==> config.mk <==
export PLATFORM = sky130hd
export DESIGN_NAME = ddc_ctrl
export DESIGN_NICKNAME = d
export VERILOG_FILES = /design/src/pkg/ddc_pkg.sv /design/src/core/ddc_cmd_decode.sv /design/src/core/ddc_ctrl.sv
export VERILOG_INCLUDE_DIRS = /design/src /design/src/pkg
export SDC_FILE = /design/constraint.sdc
export NUM_CORES = 1
export LEC_CHECK = 0
export BUFFER_PORTS_ARGS = -buffer_cell sky130_fd_sc_hd__buf_2
export CAP_MARGIN = 20
export CORE_AREA = 2 2 95 115
export DETAILED_ROUTE_END_ITERATION = 8
export DIE_AREA = 0 0 97 117
export GPL_TIMING_DRIVEN = 1
export PLACE_DENSITY = 0.83
export SLEW_MARGIN = 20
export SYNTH_ARGS = -nofsm -noshare
export SYNTH_HDL_FRONTEND = slang
export SYNTH_SLANG_ARGS = --single-unit
==> constraint.sdc <==
create_clock -name clk_sys_i -period 3.2 [get_ports clk_sys_i]
set_clock_uncertainty 0.05 [all_clocks]
set_input_delay 0.32 -clock clk_sys_i [delete_from_list [all_inputs] [get_ports clk_sys_i]]
set_output_delay 0.32 -clock clk_sys_i [all_outputs]
set_load 0.01 [all_outputs]
==> src/pkg/ddc_params.svh <==
/*
 * Constants of the drive device-control block: object indexes, reset values,
 * field positions, state encodings, mode codes and stop selector values.
 * Assumes inclusion by bare name from the control module; the package and the decoder do not include it.
 */
`ifndef DDC_PARAMS_SVH
`define DDC_PARAMS_SVH

// Object indexes of the device-control objects
`define DDC_IDX_CMD 16'h6040
`define DDC_IDX_STAT 16'h6041
`define DDC_IDX_QSTOP 16'h605A
`define DDC_IDX_SHDN 16'h605B
`define DDC_IDX_DISOP 16'h605C
`define DDC_IDX_HALT 16'h605D
`define DDC_IDX_FRCT 16'h605E

// Reset values of the writable objects
`define DDC_RST_CMD 16'h0000
`define DDC_RST_QSTOP 16'h0002
`define DDC_RST_SHDN 16'h0000
`define DDC_RST_DISOP 16'h0000
`define DDC_RST_HALT 16'h0000
`define DDC_RST_FRCT 16'h0000

// Command word bit positions
`define DDC_CW_SWON 0
`define DDC_CW_EVOLT 1
`define DDC_CW_QSTOP 2
`define DDC_CW_ENOP 3
`define DDC_CW_MODE0 4
`define DDC_CW_MODE1 5
`define DDC_CW_MODE2 6
`define DDC_CW_FRST 7
`define DDC_CW_HALT 8

// Status word bit positions
`define DDC_SW_VOLT 4
`define DDC_SW_WARN 7
`define DDC_SW_REMOTE 9
`define DDC_SW_TGT 10
`define DDC_SW_LIMIT 11
`define DDC_SW_MODE0 12
`define DDC_SW_MODE1 13

// State encodings as {bit6, bit5, bits3..0}
`define DDC_ENC_NRDY 6'h00
`define DDC_ENC_SOD 6'h20
`define DDC_ENC_RDY 6'h11
`define DDC_ENC_SWON 6'h13
`define DDC_ENC_OPEN 6'h17
`define DDC_ENC_QSA 6'h07
`define DDC_ENC_FRA 6'h0F
`define DDC_ENC_FLT 6'h08

// Operating mode codes
`define DDC_MODE_PP 8'h01
`define DDC_MODE_PV 8'h03
`define DDC_MODE_HM 8'h06

// Stop selector values
`define DDC_OPT_OFF 16'h0000
`define DDC_OPT_DECEL 16'h0001
`define DDC_OPT_URGENT 16'h0002
`define DDC_OPT_HOLD 16'h0005
`define DDC_OPT_HOLD_URG 16'h0006

`endif

==> src/pkg/ddc_pkg.sv <==
/*
 * Types of the drive device-control block: state and decoded command.
 * Assumes ddc_params.svh holds all numeric constants.
 */
package ddc_pkg;

	// Device-control states
	typedef enum logic [2:0] {
		ST_NRDY,
		ST_SOD,
		ST_RDY,
		ST_SWON,
		ST_OPEN,
		ST_QSA,
		ST_FRA,
		ST_FLT
	} ddc_state_t;

	// Decoded state-machine commands
	typedef enum logic [2:0] {
		CMD_SHDN,
		CMD_SWON,
		CMD_DISV,
		CMD_QSTP,
		CMD_ENOP,
		CMD_FRST
	} ddc_cmd_t;

endpackage : ddc_pkg

==> src/core/ddc_cmd_decode.sv <==
/*
 * Decoder of the five state-machine bits of the command word.
 * Assumes bits arrive as {fault reset, enable op, quick stop, enable voltage, switch on}.
 */
`timescale 1ns/1ps
module ddc_cmd_decode (
	input wire logic [4:0] cmd_bits_i, // Five command bits
	output ddc_pkg::ddc_cmd_t cmd_o // Decoded command
);

	// five-bit decode
	// Priority chain: fault reset, then voltage, quick stop, switch on
	always_comb begin
		if (cmd_bits_i[4]) begin
			// fault reset wins
			cmd_o = ddc_pkg::CMD_FRST;
		end else if (!cmd_bits_i[1]) begin
			// disable voltage
			cmd_o = ddc_pkg::CMD_DISV;
		end else if (!cmd_bits_i[2]) begin
			// quick stop
			cmd_o = ddc_pkg::CMD_QSTP;
		end else if (!cmd_bits_i[0]) begin
			// shutdown decode
			cmd_o = ddc_pkg::CMD_SHDN;
		end else if (cmd_bits_i[3]) begin
			// enable operation
			cmd_o = ddc_pkg::CMD_ENOP;
		end else begin
			// switch on, also disable operation
			cmd_o = ddc_pkg::CMD_SWON;
		end
	end

endmodule : ddc_cmd_decode

==> src/core/ddc_ctrl.sv <==
/*
 * Drive device-control block: command word, state machine, status word
 * and stop selector objects, reached by object index.
 * Assumes inputs synchronous to clk_sys_i and mode_i holding the active mode.
 */
`timescale 1ns/1ps
`include "ddc_params.svh"
// Operation
// Command bits 0-3 and 7 form one five-bit command; don't-cares ignored.
// x110 without fault reset is shutdown: transitions 2, 6, 8.
// 0111 or 1111 without fault reset is switch on: transition 3.
// Enable-voltage low is disable voltage: transitions 7, 9, 10, 12.
// Quick-stop low, enable-voltage high is quick stop: transitions 7, 10, 11.
// 0111 is disable operation: transition 5.
// 1111 is enable operation: transitions 4 and 16.
// Fault-reset bit set is fault reset: transition 15.
// Bits 4-6 are mode specific; bit 8 is halt in every mode.
// Status encodes not ready, switch-on disabled, ready, switched on.
// Status encodes operation enabled, quick stop, fault reaction, fault.
// Status bit 4 follows main motor power.
// Status bit 5 low means stopping per quick-stop selector.
// Status bit 7 set while an alarm is detected.
// Status bit 9 set while the command word is being handled.
// Position mode bit 10: target reached or halted to zero; new target clears.
// Velocity mode bit 10: target speed reached or halted to zero.
// Bit 11 set on torque limit or forward/reverse limit position.
// Bits 12-13 carry mode-specific acknowledge and error flags.
// Shutdown from operation: excitation off now (0) or after stop (1).
// Disable operation: excitation off now (0) or after stop (1).
// After self-initialisation the machine enters switch-on disabled.
// An alarm forces any state into the fault path.
// Operation enabled is reached only through transitions 2, 3, 4; the code also enters it from quick stop active (16).
// Commands invalid in the current state are ignored.
// Reserved command bits ignored; reserved status bits read zero.
module ddc_ctrl (
	input wire logic clk_sys_i, // System clock, 20 MHz
	input wire logic rst_i, // Synchronous reset, active high
	input wire logic obj_wr_i, // Object write strobe
	input wire logic obj_rd_i, // Object read strobe
	input wire logic [15:0] obj_idx_i, // Object index
	input wire logic [15:0] obj_wdata_i, // Object write data
	input wire logic [7:0] mode_i, // Active operating mode code
	input wire logic init_done_i, // Self-initialisation complete
	input wire logic alarm_i, // Alarm condition present
	input wire logic main_power_on_i, // Main motor power applied
	input wire logic motor_stopped_i, // Motor at standstill
	input wire logic pos_reached_i, // Position inside target window
	input wire logic vel_reached_i, // Speed at target speed
	input wire logic home_done_i, // Home position reached
	input wire logic torque_lim_i, // Torque above its limit
	input wire logic fwd_lim_i, // Forward limit position reached
	input wire logic rev_lim_i, // Reverse limit position reached
	input wire logic set_ack_i, // Set-point acknowledge
	input wire logic follow_err_i, // Following error
	input wire logic speed_flag_i, // Speed flag
	input wire logic slip_err_i, // Maximum slippage error
	input wire logic home_ok_i, // Homing attained
	input wire logic home_err_i, // Homing error
	output logic [15:0] obj_rdata_o, // Object read data
	output logic obj_ack_o, // Access answered, one cycle
	output logic obj_err_o, // Access refused, with ack
	output logic [15:0] status_o, // Status word
	output logic excite_o, // Motor excitation on
	output logic main_power_o, // Main power requested
	output logic decel_o, // Decelerate to standstill
	output logic decel_urgent_o, // Deceleration is urgent
	output logic new_setpoint_o, // Position: new target strobe
	output logic change_imm_o, // Position: apply immediately
	output logic abs_rel_o, // Position: relative target
	output logic homing_start_o, // Homing: start
	output logic halt_o, // Pause request
	output logic halt_urgent_o // Pause decelerates urgently
);

	logic [15:0] cw_r;
	logic [15:0] opt_qs_r;
	logic [15:0] opt_sd_r;
	logic [15:0] opt_do_r;
	logic [15:0] opt_halt_r;
	logic [15:0] opt_fr_r;
	ddc_pkg::ddc_state_t state_r;
	ddc_pkg::ddc_state_t state_nxt;
	ddc_pkg::ddc_cmd_t cmd;
	logic decel_nxt;
	logic urgent_nxt;
	logic excite_nxt;
	logic qs_hold;
	logic cw4_q_r;
	logic tgt_pos_r;
	logic wr_ok;
	logic known_idx;
	logic [15:0] rdata_nxt;
	logic [15:0] status_nxt;
	logic [5:0] enc;
	logic mode_pp;
	logic mode_pv;
	logic mode_hm;

	// Mode selects
	assign mode_pp = (mode_i == `DDC_MODE_PP);
	assign mode_pv = (mode_i == `DDC_MODE_PV);
	assign mode_hm = (mode_i == `DDC_MODE_HM);
	assign qs_hold = (opt_qs_r == `DDC_OPT_HOLD) || (opt_qs_r == `DDC_OPT_HOLD_URG);

	// command decoder
	ddc_cmd_decode u_dec (
		.cmd_bits_i({cw_r[`DDC_CW_FRST], cw_r[`DDC_CW_ENOP], cw_r[`DDC_CW_QSTOP],
			cw_r[`DDC_CW_EVOLT], cw_r[`DDC_CW_SWON]}),
		.cmd_o(cmd)
	);

	// Index decode and value check for writes
	always_comb begin
		known_idx = 1'b1;
		wr_ok = 1'b0;
		rdata_nxt = 16'h0000;
		if (obj_idx_i == `DDC_IDX_CMD) begin
			wr_ok = 1'b1;
			rdata_nxt = cw_r;
		end else if (obj_idx_i == `DDC_IDX_STAT) begin
			rdata_nxt = status_o;
		end else if (obj_idx_i == `DDC_IDX_QSTOP) begin
			wr_ok = (obj_wdata_i == `DDC_OPT_OFF) || (obj_wdata_i == `DDC_OPT_DECEL) ||
				(obj_wdata_i == `DDC_OPT_URGENT) || (obj_wdata_i == `DDC_OPT_HOLD) ||
				(obj_wdata_i == `DDC_OPT_HOLD_URG);
			rdata_nxt = opt_qs_r;
		end else if (obj_idx_i == `DDC_IDX_SHDN) begin
			wr_ok = (obj_wdata_i == `DDC_OPT_OFF) || (obj_wdata_i == `DDC_OPT_DECEL);
			rdata_nxt = opt_sd_r;
		end else if (obj_idx_i == `DDC_IDX_DISOP) begin
			wr_ok = (obj_wdata_i == `DDC_OPT_OFF) || (obj_wdata_i == `DDC_OPT_DECEL);
			rdata_nxt = opt_do_r;
		end else if (obj_idx_i == `DDC_IDX_HALT) begin
			wr_ok = (obj_wdata_i == `DDC_OPT_DECEL) || (obj_wdata_i == `DDC_OPT_URGENT);
			rdata_nxt = opt_halt_r;
		end else if (obj_idx_i == `DDC_IDX_FRCT) begin
			wr_ok = (obj_wdata_i == `DDC_OPT_OFF);
			rdata_nxt = opt_fr_r;
		end else begin
			known_idx = 1'b0;
		end
	end

	// Access answer, one cycle after the strobe
	always_ff @(posedge clk_sys_i) begin
		if (rst_i) begin
			obj_ack_o <= 1'b0;
			obj_err_o <= 1'b0;
			obj_rdata_o <= 16'h0000;
		end else begin
			obj_ack_o <= obj_wr_i || obj_rd_i;
			obj_err_o <= (obj_wr_i && !wr_ok) || (obj_rd_i && !obj_wr_i && !known_idx);
			obj_rdata_o <= (obj_rd_i && !obj_wr_i) ? rdata_nxt : 16'h0000;
		end
	end

	// Writable objects; reserved command bits stored but unused
	always_ff @(posedge clk_sys_i) begin
		if (rst_i) begin
			cw_r <= `DDC_RST_CMD;
			opt_qs_r <= `DDC_RST_QSTOP;
			opt_sd_r <= `DDC_RST_SHDN;
			opt_do_r <= `DDC_RST_DISOP;
			opt_halt_r <= `DDC_RST_HALT;
			opt_fr_r <= `DDC_RST_FRCT;
		end else if (obj_wr_i && wr_ok) begin
			if (obj_idx_i == `DDC_IDX_CMD) begin
				cw_r <= obj_wdata_i;
			end else if (obj_idx_i == `DDC_IDX_QSTOP) begin
				opt_qs_r <= obj_wdata_i;
			end else if (obj_idx_i == `DDC_IDX_SHDN) begin
				opt_sd_r <= obj_wdata_i;
			end else if (obj_idx_i == `DDC_IDX_DISOP) begin
				opt_do_r <= obj_wdata_i;
			end else if (obj_idx_i == `DDC_IDX_HALT) begin
				opt_halt_r <= obj_wdata_i;
			end else begin
				opt_fr_r <= obj_wdata_i;
			end
		end
	end

	// State transitions; unmatched commands keep the state
	always_comb begin
		state_nxt = state_r;
		decel_nxt = 1'b0;
		urgent_nxt = 1'b0;
		// alarm forces fault path
		if (alarm_i && state_r != ddc_pkg::ST_FRA && state_r != ddc_pkg::ST_FLT) begin
			state_nxt = ddc_pkg::ST_FRA;
		end else begin
			case (state_r)
				// wait for self-initialisation
				ddc_pkg::ST_NRDY: begin
					if (init_done_i) state_nxt = ddc_pkg::ST_SOD;
				end
				// only shutdown or an alarm leaves here
				ddc_pkg::ST_SOD: begin
					if (cmd == ddc_pkg::CMD_SHDN) state_nxt = ddc_pkg::ST_RDY;
				end
				// switch on, either enable-op value
				ddc_pkg::ST_RDY: begin
					if (cmd == ddc_pkg::CMD_SWON || cmd == ddc_pkg::CMD_ENOP) begin
						state_nxt = ddc_pkg::ST_SWON;
					end else if (cmd == ddc_pkg::CMD_DISV || cmd == ddc_pkg::CMD_QSTP) begin
						state_nxt = ddc_pkg::ST_SOD;
					end
				end
				// enable operation
				ddc_pkg::ST_SWON: begin
					if (cmd == ddc_pkg::CMD_ENOP) begin
						state_nxt = ddc_pkg::ST_OPEN;
					end else if (cmd == ddc_pkg::CMD_SHDN) begin
						state_nxt = ddc_pkg::ST_RDY;
					end else if (cmd == ddc_pkg::CMD_DISV || cmd == ddc_pkg::CMD_QSTP) begin
						state_nxt = ddc_pkg::ST_SOD;
					end
				end
				ddc_pkg::ST_OPEN: begin
					if (cmd == ddc_pkg::CMD_SWON) begin
						// disable operation
						if (opt_do_r == `DDC_OPT_DECEL && !motor_stopped_i) decel_nxt = 1'b1;
						else state_nxt = ddc_pkg::ST_SWON;
					end else if (cmd == ddc_pkg::CMD_SHDN) begin
						// shutdown stop choice
						if (opt_sd_r == `DDC_OPT_DECEL && !motor_stopped_i) decel_nxt = 1'b1;
						else state_nxt = ddc_pkg::ST_RDY;
					end else if (cmd == ddc_pkg::CMD_DISV) begin
						state_nxt = ddc_pkg::ST_SOD;
					end else if (cmd == ddc_pkg::CMD_QSTP) begin
						state_nxt = ddc_pkg::ST_QSA;
					end
				end
				// stop per quick-stop selector
				ddc_pkg::ST_QSA: begin
					if (cmd == ddc_pkg::CMD_DISV) begin
						state_nxt = ddc_pkg::ST_SOD;
					end else if (qs_hold && cmd == ddc_pkg::CMD_ENOP) begin
						state_nxt = ddc_pkg::ST_OPEN;
					end else if (opt_qs_r == `DDC_OPT_OFF) begin
						state_nxt = ddc_pkg::ST_SOD;
					end else if (!motor_stopped_i) begin
						decel_nxt = 1'b1;
						urgent_nxt = (opt_qs_r == `DDC_OPT_URGENT) ||
							(opt_qs_r == `DDC_OPT_HOLD_URG);
					end else if (!qs_hold) begin
						state_nxt = ddc_pkg::ST_SOD;
					end
				end
				// Fault reaction drops excitation at once
				ddc_pkg::ST_FRA: begin
					state_nxt = ddc_pkg::ST_FLT;
				end
				// fault reset once alarm gone
				ddc_pkg::ST_FLT: begin
					if (cmd == ddc_pkg::CMD_FRST && !alarm_i) state_nxt = ddc_pkg::ST_SOD;
				end
			endcase
		end
	end

	// Excitation held in operation and while quick stop decelerates or holds
	always_comb begin
		excite_nxt = (state_nxt == ddc_pkg::ST_OPEN) ||
			(state_nxt == ddc_pkg::ST_QSA && (decel_nxt || qs_hold));
	end

	// State and drive outputs
	always_ff @(posedge clk_sys_i) begin
		if (rst_i) begin
			state_r <= ddc_pkg::ST_NRDY;
			excite_o <= 1'b0;
			main_power_o <= 1'b0;
			decel_o <= 1'b0;
			decel_urgent_o <= 1'b0;
		end else begin
			state_r <= state_nxt;
			excite_o <= excite_nxt;
			main_power_o <= (state_nxt == ddc_pkg::ST_SWON) || (state_nxt == ddc_pkg::ST_OPEN) ||
				(state_nxt == ddc_pkg::ST_QSA) || (state_nxt == ddc_pkg::ST_FRA);
			decel_o <= decel_nxt;
			decel_urgent_o <= urgent_nxt;
		end
	end

	// mode-specific command bits
	always_ff @(posedge clk_sys_i) begin
		if (rst_i) begin
			new_setpoint_o <= 1'b0;
			change_imm_o <= 1'b0;
			abs_rel_o <= 1'b0;
			homing_start_o <= 1'b0;
			halt_o <= 1'b0;
			halt_urgent_o <= 1'b0;
		end else begin
			new_setpoint_o <= mode_pp && cw_r[`DDC_CW_MODE0];
			change_imm_o <= mode_pp && cw_r[`DDC_CW_MODE1];
			abs_rel_o <= mode_pp && cw_r[`DDC_CW_MODE2];
			homing_start_o <= mode_hm && cw_r[`DDC_CW_MODE0];
			halt_o <= cw_r[`DDC_CW_HALT];
			halt_urgent_o <= cw_r[`DDC_CW_HALT] && (opt_halt_r == `DDC_OPT_URGENT);
		end
	end

	// position target flag, set wins over new-target clear
	always_ff @(posedge clk_sys_i) begin
		if (rst_i) begin
			cw4_q_r <= 1'b0;
			tgt_pos_r <= 1'b0;
		end else begin
			cw4_q_r <= cw_r[`DDC_CW_MODE0];
			if (pos_reached_i || (cw_r[`DDC_CW_HALT] && motor_stopped_i)) tgt_pos_r <= 1'b1;
			else if (cw_r[`DDC_CW_MODE0] && !cw4_q_r) tgt_pos_r <= 1'b0;
		end
	end

	// state encoding
	always_comb begin
		case (state_r)
			ddc_pkg::ST_NRDY: enc = `DDC_ENC_NRDY;
			ddc_pkg::ST_SOD: enc = `DDC_ENC_SOD;
			ddc_pkg::ST_RDY: enc = `DDC_ENC_RDY;
			ddc_pkg::ST_SWON: enc = `DDC_ENC_SWON;
			ddc_pkg::ST_OPEN: enc = `DDC_ENC_OPEN;
			ddc_pkg::ST_QSA: enc = `DDC_ENC_QSA;
			ddc_pkg::ST_FRA: enc = `DDC_ENC_FRA;
			ddc_pkg::ST_FLT: enc = `DDC_ENC_FLT;
		endcase
	end

	// Status word assembly; reserved bits stay zero
	always_comb begin
		status_nxt = 16'h0000;
		status_nxt[6:5] = enc[5:4];
		status_nxt[3:0] = enc[3:0];
		// voltage enabled
		status_nxt[`DDC_SW_VOLT] = main_power_on_i;
		// warning on alarm
		status_nxt[`DDC_SW_WARN] = alarm_i;
		// command handling active
		status_nxt[`DDC_SW_REMOTE] = (state_r != ddc_pkg::ST_NRDY);
		// internal limit
		status_nxt[`DDC_SW_LIMIT] = torque_lim_i || fwd_lim_i || rev_lim_i;
		// mode-specific flags
		if (mode_pp) begin
			status_nxt[`DDC_SW_TGT] = tgt_pos_r;
			status_nxt[`DDC_SW_MODE0] = set_ack_i;
			status_nxt[`DDC_SW_MODE1] = follow_err_i;
		end else if (mode_pv) begin
			status_nxt[`DDC_SW_TGT] = vel_reached_i || (cw_r[`DDC_CW_HALT] && motor_stopped_i);
			status_nxt[`DDC_SW_MODE0] = speed_flag_i;
			status_nxt[`DDC_SW_MODE1] = slip_err_i;
		end else if (mode_hm) begin
			status_nxt[`DDC_SW_TGT] = home_done_i || (cw_r[`DDC_CW_HALT] && motor_stopped_i);
			status_nxt[`DDC_SW_MODE0] = home_ok_i;
			status_nxt[`DDC_SW_MODE1] = home_err_i;
		end
	end

	// Status word register
	always_ff @(posedge clk_sys_i) begin
		if (rst_i) status_o <= 16'h0000;
		else status_o <= status_nxt;
	end
endmodule : ddc_ctrl

==> metrics.log <==
[metrics] status: complete, no violations
[metrics] vias after detailed routing: roughly 5,400
[metrics] Clk Latency, worst-skew pair: 420 ps
[metrics] Reg2Reg Setup Slack: about 1000 ps
[metrics] largest family of logic cells by synthesized area: simple AND/OR/NAND/NOR gates
[metrics] dominant cell type by area after synthesis: sky130_fd_sc_hd__dfxtp_1
[metrics] maximum count of clock buffers along a single path: 2
[metrics] setup fix buffers added after clock tree synthesis: 0
[metrics] Syn Std Cell Area: ~6000 um2
[metrics] relative slew slack: 0.558
[metrics] share of synthesized flip-flops with an asynchronous set or reset: 0
[metrics] core region area: 10,300 um2
[metrics] Crit Reg-Reg Startpoint: opt_qs_r[7]
[metrics] Synth warnings: 0
[metrics] wire length of the first global-routing pass: 26,800 um
[metrics] HPWL Detailed: approximately 12,000 um
[metrics] signal arrival time at the worst endpoint: 2510 ps
[metrics] worst flop-to-flop path endpoint: excite_o
[metrics] router iterations before antenna repair: 5
[metrics] multiplexer area fraction after synthesis: 0.0636
[metrics] clock period minus final worst setup slack: about 2200 ps
[metrics] Hold Slack: between 50 and 60 ps
[metrics] CTS tree: yes
[metrics] kind of critical path: reg -> reg
[metrics] most used cells in the layout excluding fill and tap cells: 142 x sky130_fd_sc_hd__dfxtp_1, 100 x sky130_fd_sc_hd__buf_2, 66 x sky130_fd_sc_hd__nand2_1
[metrics] IO Port Bufs: 100
[metrics] CTS sink count: 142
[metrics] Final Net Count: 802
[metrics] sequential fraction of design power: 0.439
[metrics] portion of total power attributed to the clock network: 0.512
[metrics] relative contribution of combinational cells to total power: 0.049
[metrics] Post-Synthesis Cells: between 600 and 700
[metrics] die extent in y: around 120 um
[metrics] CP Capture Type: flop
[metrics] Leak Pwr: approximately 3.1 nW
[metrics] largest net degree at the start of global routing: 64
[metrics] number of gates resized after cts: 0
[metrics] number of distinct library cell variants in the gate-level netlist after synthesis: roughly 60
[metrics] via density per instance: about 6.2
[metrics] Setup WS post-layout: slightly above 1000 ps
[metrics] Synth Area in Simple Gates: 0.274
[metrics] total global-route track usage: 0.301
[metrics] prevailing post-synth register cell: sky130_fd_sc_hd__dfxtp_1
[metrics] DP Cell Count: around 850
[metrics] post-synthesis adder-cell area fraction: 0
[metrics] number of CTS-inserted buffers: 17
[metrics] fraction of synthesized cell area in xor and xnor cells: 0.00291
[metrics] type of the tightest min-delay check: in -> reg
[metrics] initial antenna violation count: 0
[metrics] number of max-cap violations: 0
[metrics] number of rows in the core area: between 40 and 50
[metrics] Net Sw Frac: 0.224
[metrics] Switching Power: 0.000916 W
[metrics] instance count along the most critical hold path: 2
[metrics] final weighted congestion of routability-driven global placement: 0.941
[metrics] wirelength, routed: about 17,000 um
[metrics] fraction of final layout cells with drive strength greater than 1: 0.221
[metrics] vias in the first global route: ~5,100
[metrics] synth top area cells: sky130_fd_sc_hd__dfxtp_1 47%, sky130_fd_sc_hd__and3_1 6.2%, sky130_fd_sc_hd__mux2i_1 4.5%
[metrics] GRT overflow: 0
[metrics] setup TNS: 0 ps
[metrics] RSZ-0062 raised after global routing: false
[metrics] launch point of the worst hold path: main_power_on_i
[metrics] WP data required: approximately 3500 ps
[metrics] CP startpoint kind: flop
[metrics] Internal: roughly 0.0032 W
[metrics] post-route non-filler standard cell count: between 800 and 900
[metrics] transition time at the pin with the least slew margin: ~660 ps
[metrics] Place WS: about 740 ps
[metrics] end point of the most critical hold path: status_o[4]
[metrics] number of setup violations in the final report: 0
[metrics] residual antenna-violating net count after detailed routing: 0
[metrics] clock-pin transition on the worst setup and hold timing paths: ~60 ps
[metrics] count of pins over their slew limit: 0
[metrics] Synth top area share: 0.473
[metrics] post-DR wirelength/cell: about 19 um
[metrics] deepest level of the CTS H-tree: 4
[metrics] post-route clock period utilization: 0.684
[metrics] #FFs+latches synth: approximately 140
[metrics] PD cells: ~570 nW/um2
[metrics] most common cell after layout, fill and taps aside: sky130_fd_sc_hd__dfxtp_1
[metrics] maximum operating frequency: roughly 460 MHz
[metrics] master cell of the clock root buffer: sky130_fd_sc_hd__clkbuf_16
[metrics] largest fanout on the critical path: 4
[metrics] Filler Cell Count: 815
[metrics] post-synthesis compound-gate area fraction: 0.145
[metrics] n_diodes: 0
[metrics] die boundary width: roughly 97 um
[metrics] number of cells on the worst reg-to-reg path: 6
[metrics] mean cell area of the mapped netlist: approximately 9 um2
[metrics] sequential element share of the synthesized area: 0.473
[metrics] worst vdd rail ir drop: 333 uV
[metrics] number of remaining DRC errors: 0
[metrics] num ports: 104
[metrics] EDFF count, synth: 0
[metrics] final count of hold timing violations: 0
[metrics] area added between synthesis and finish: 18.7%
[metrics] overall die area: 11,300 um2
[metrics] number of buffers inserted for hold repair after clock tree synthesis: 0
[metrics] initial cell density of the core: 0.583
[metrics] initial drt markers: 400
## worst max-delay path: stages (launching register included)
cell and delay (ps):
sky130_fd_sc_hd__dfxtp_1 330, sky130_fd_sc_hd__nor4_1 490, sky130_fd_sc_hd__nand2_1 190, sky130_fd_sc_hd__nor4_4 360
sky130_fd_sc_hd__a41oi_1 190, sky130_fd_sc_hd__o31ai_1 310, sky130_fd_sc_hd__o311a_1 210
## metal layers
layer  track usage  up-vias  share of wire  routed length (um)
li1              -     2555              -                   -
met1         0.374     2581           0.41                6880
met2         0.508      265           0.48                8000
met3        0.0517       48          0.069                1160
met4         0.163        0          0.042                 705
met5             0        -              0                   0
## cells by family after synthesis
group	after synthesis
xor gates and xnor gates	2
muxes	37
and+or+nand+nor	293
buffers and inverters	56
other	1
AOI/OAI and AO/OA	132
DFF	142
## sequential cells by signal (all words and copies together) (netlist names), 3 cells and up
name and cells:
obj_rdata_o 16, state_r 3, status_o 13, opt_qs_r 16, opt_do_r 16, opt_halt_r 16
opt_sd_r 16, cw_r 16, opt_fr_r 16
## per-stage QoR
stage / instance area [um2] / utilization / total power, W
finish: 7140 / 0.693 / 0.00410
global route: 7140 / 0.693 / 0.00420
CTS: 7140 / 0.693 / 0.00410
detailed placement: 6510 / 0.632 / 0.00203
global placement: 6510 / 0.632 / 0.00203
floorplan: 6020 / - / 0.00195
## cell type report
cell class	instances	area (um2)	share of cell area
Timing Repair Buffer	106	546	0.0764
Clock buffer	18	439	0.0615
Sequential cell	142	2840	0.398
Multi-Input combinational cell	467	2930	0.411
Inverter	8	30.0	0.00420
Tap cell	129	161	0.0226
Clock inverter	13	189	0.0265
## Yosys cell counts (all sizes together) (2+ instances only)
cell type and instances:
nand2b 2, dfxtp 142, nor3 19, a31oi 6, nor2b 8, a221oi 10
nand4b 2, nor4 21, o21a 5, o311a 5, nor3b 3, mux2 10
inv 8, and3 60, or3 2, o21ai 23, o31ai 2, o2bb2ai 2
nor2 51, clkbuf 28, nand2 66, nand4 7, or4 3, nand3 12
a21oi 47, mux2i 27, buf 20, a22oi 13, and2 27, o211ai 7
nor4b 7, a41oi 3
## worst max path at each step
stage | startpoint | endpoint | slack (ps) | cells after the start
final | opt_qs_r[7] | excite_o | 1010 | 6
after global routing | opt_qs_r[7] | excite_o | 820 | 6
after floorplan | obj_idx_i[10] | obj_rdata_o[10] | 1290 | 6
after CTS | opt_qs_r[7] | excite_o | 1030 | 6
after detailed placement | obj_idx_i[0] | opt_sd_r[5] | 740 | 6
after global placement | obj_idx_i[10] | obj_rdata_o[12] | 820 | 6
## power groups by stage
stage          registers, W  logic [W]  clock network, W
2_1_floorplan       0.00183   0.000117                 0
3_3_place_gp        0.00184   0.000195                 0
3_5_place_dp        0.00184   0.000198                 0
4_1_cts             0.00180   0.000199           0.00211
5_1_grt             0.00180   0.000218           0.00219
6_report            0.00180   0.000201           0.00210
Power figures use the tool's default switching activity.
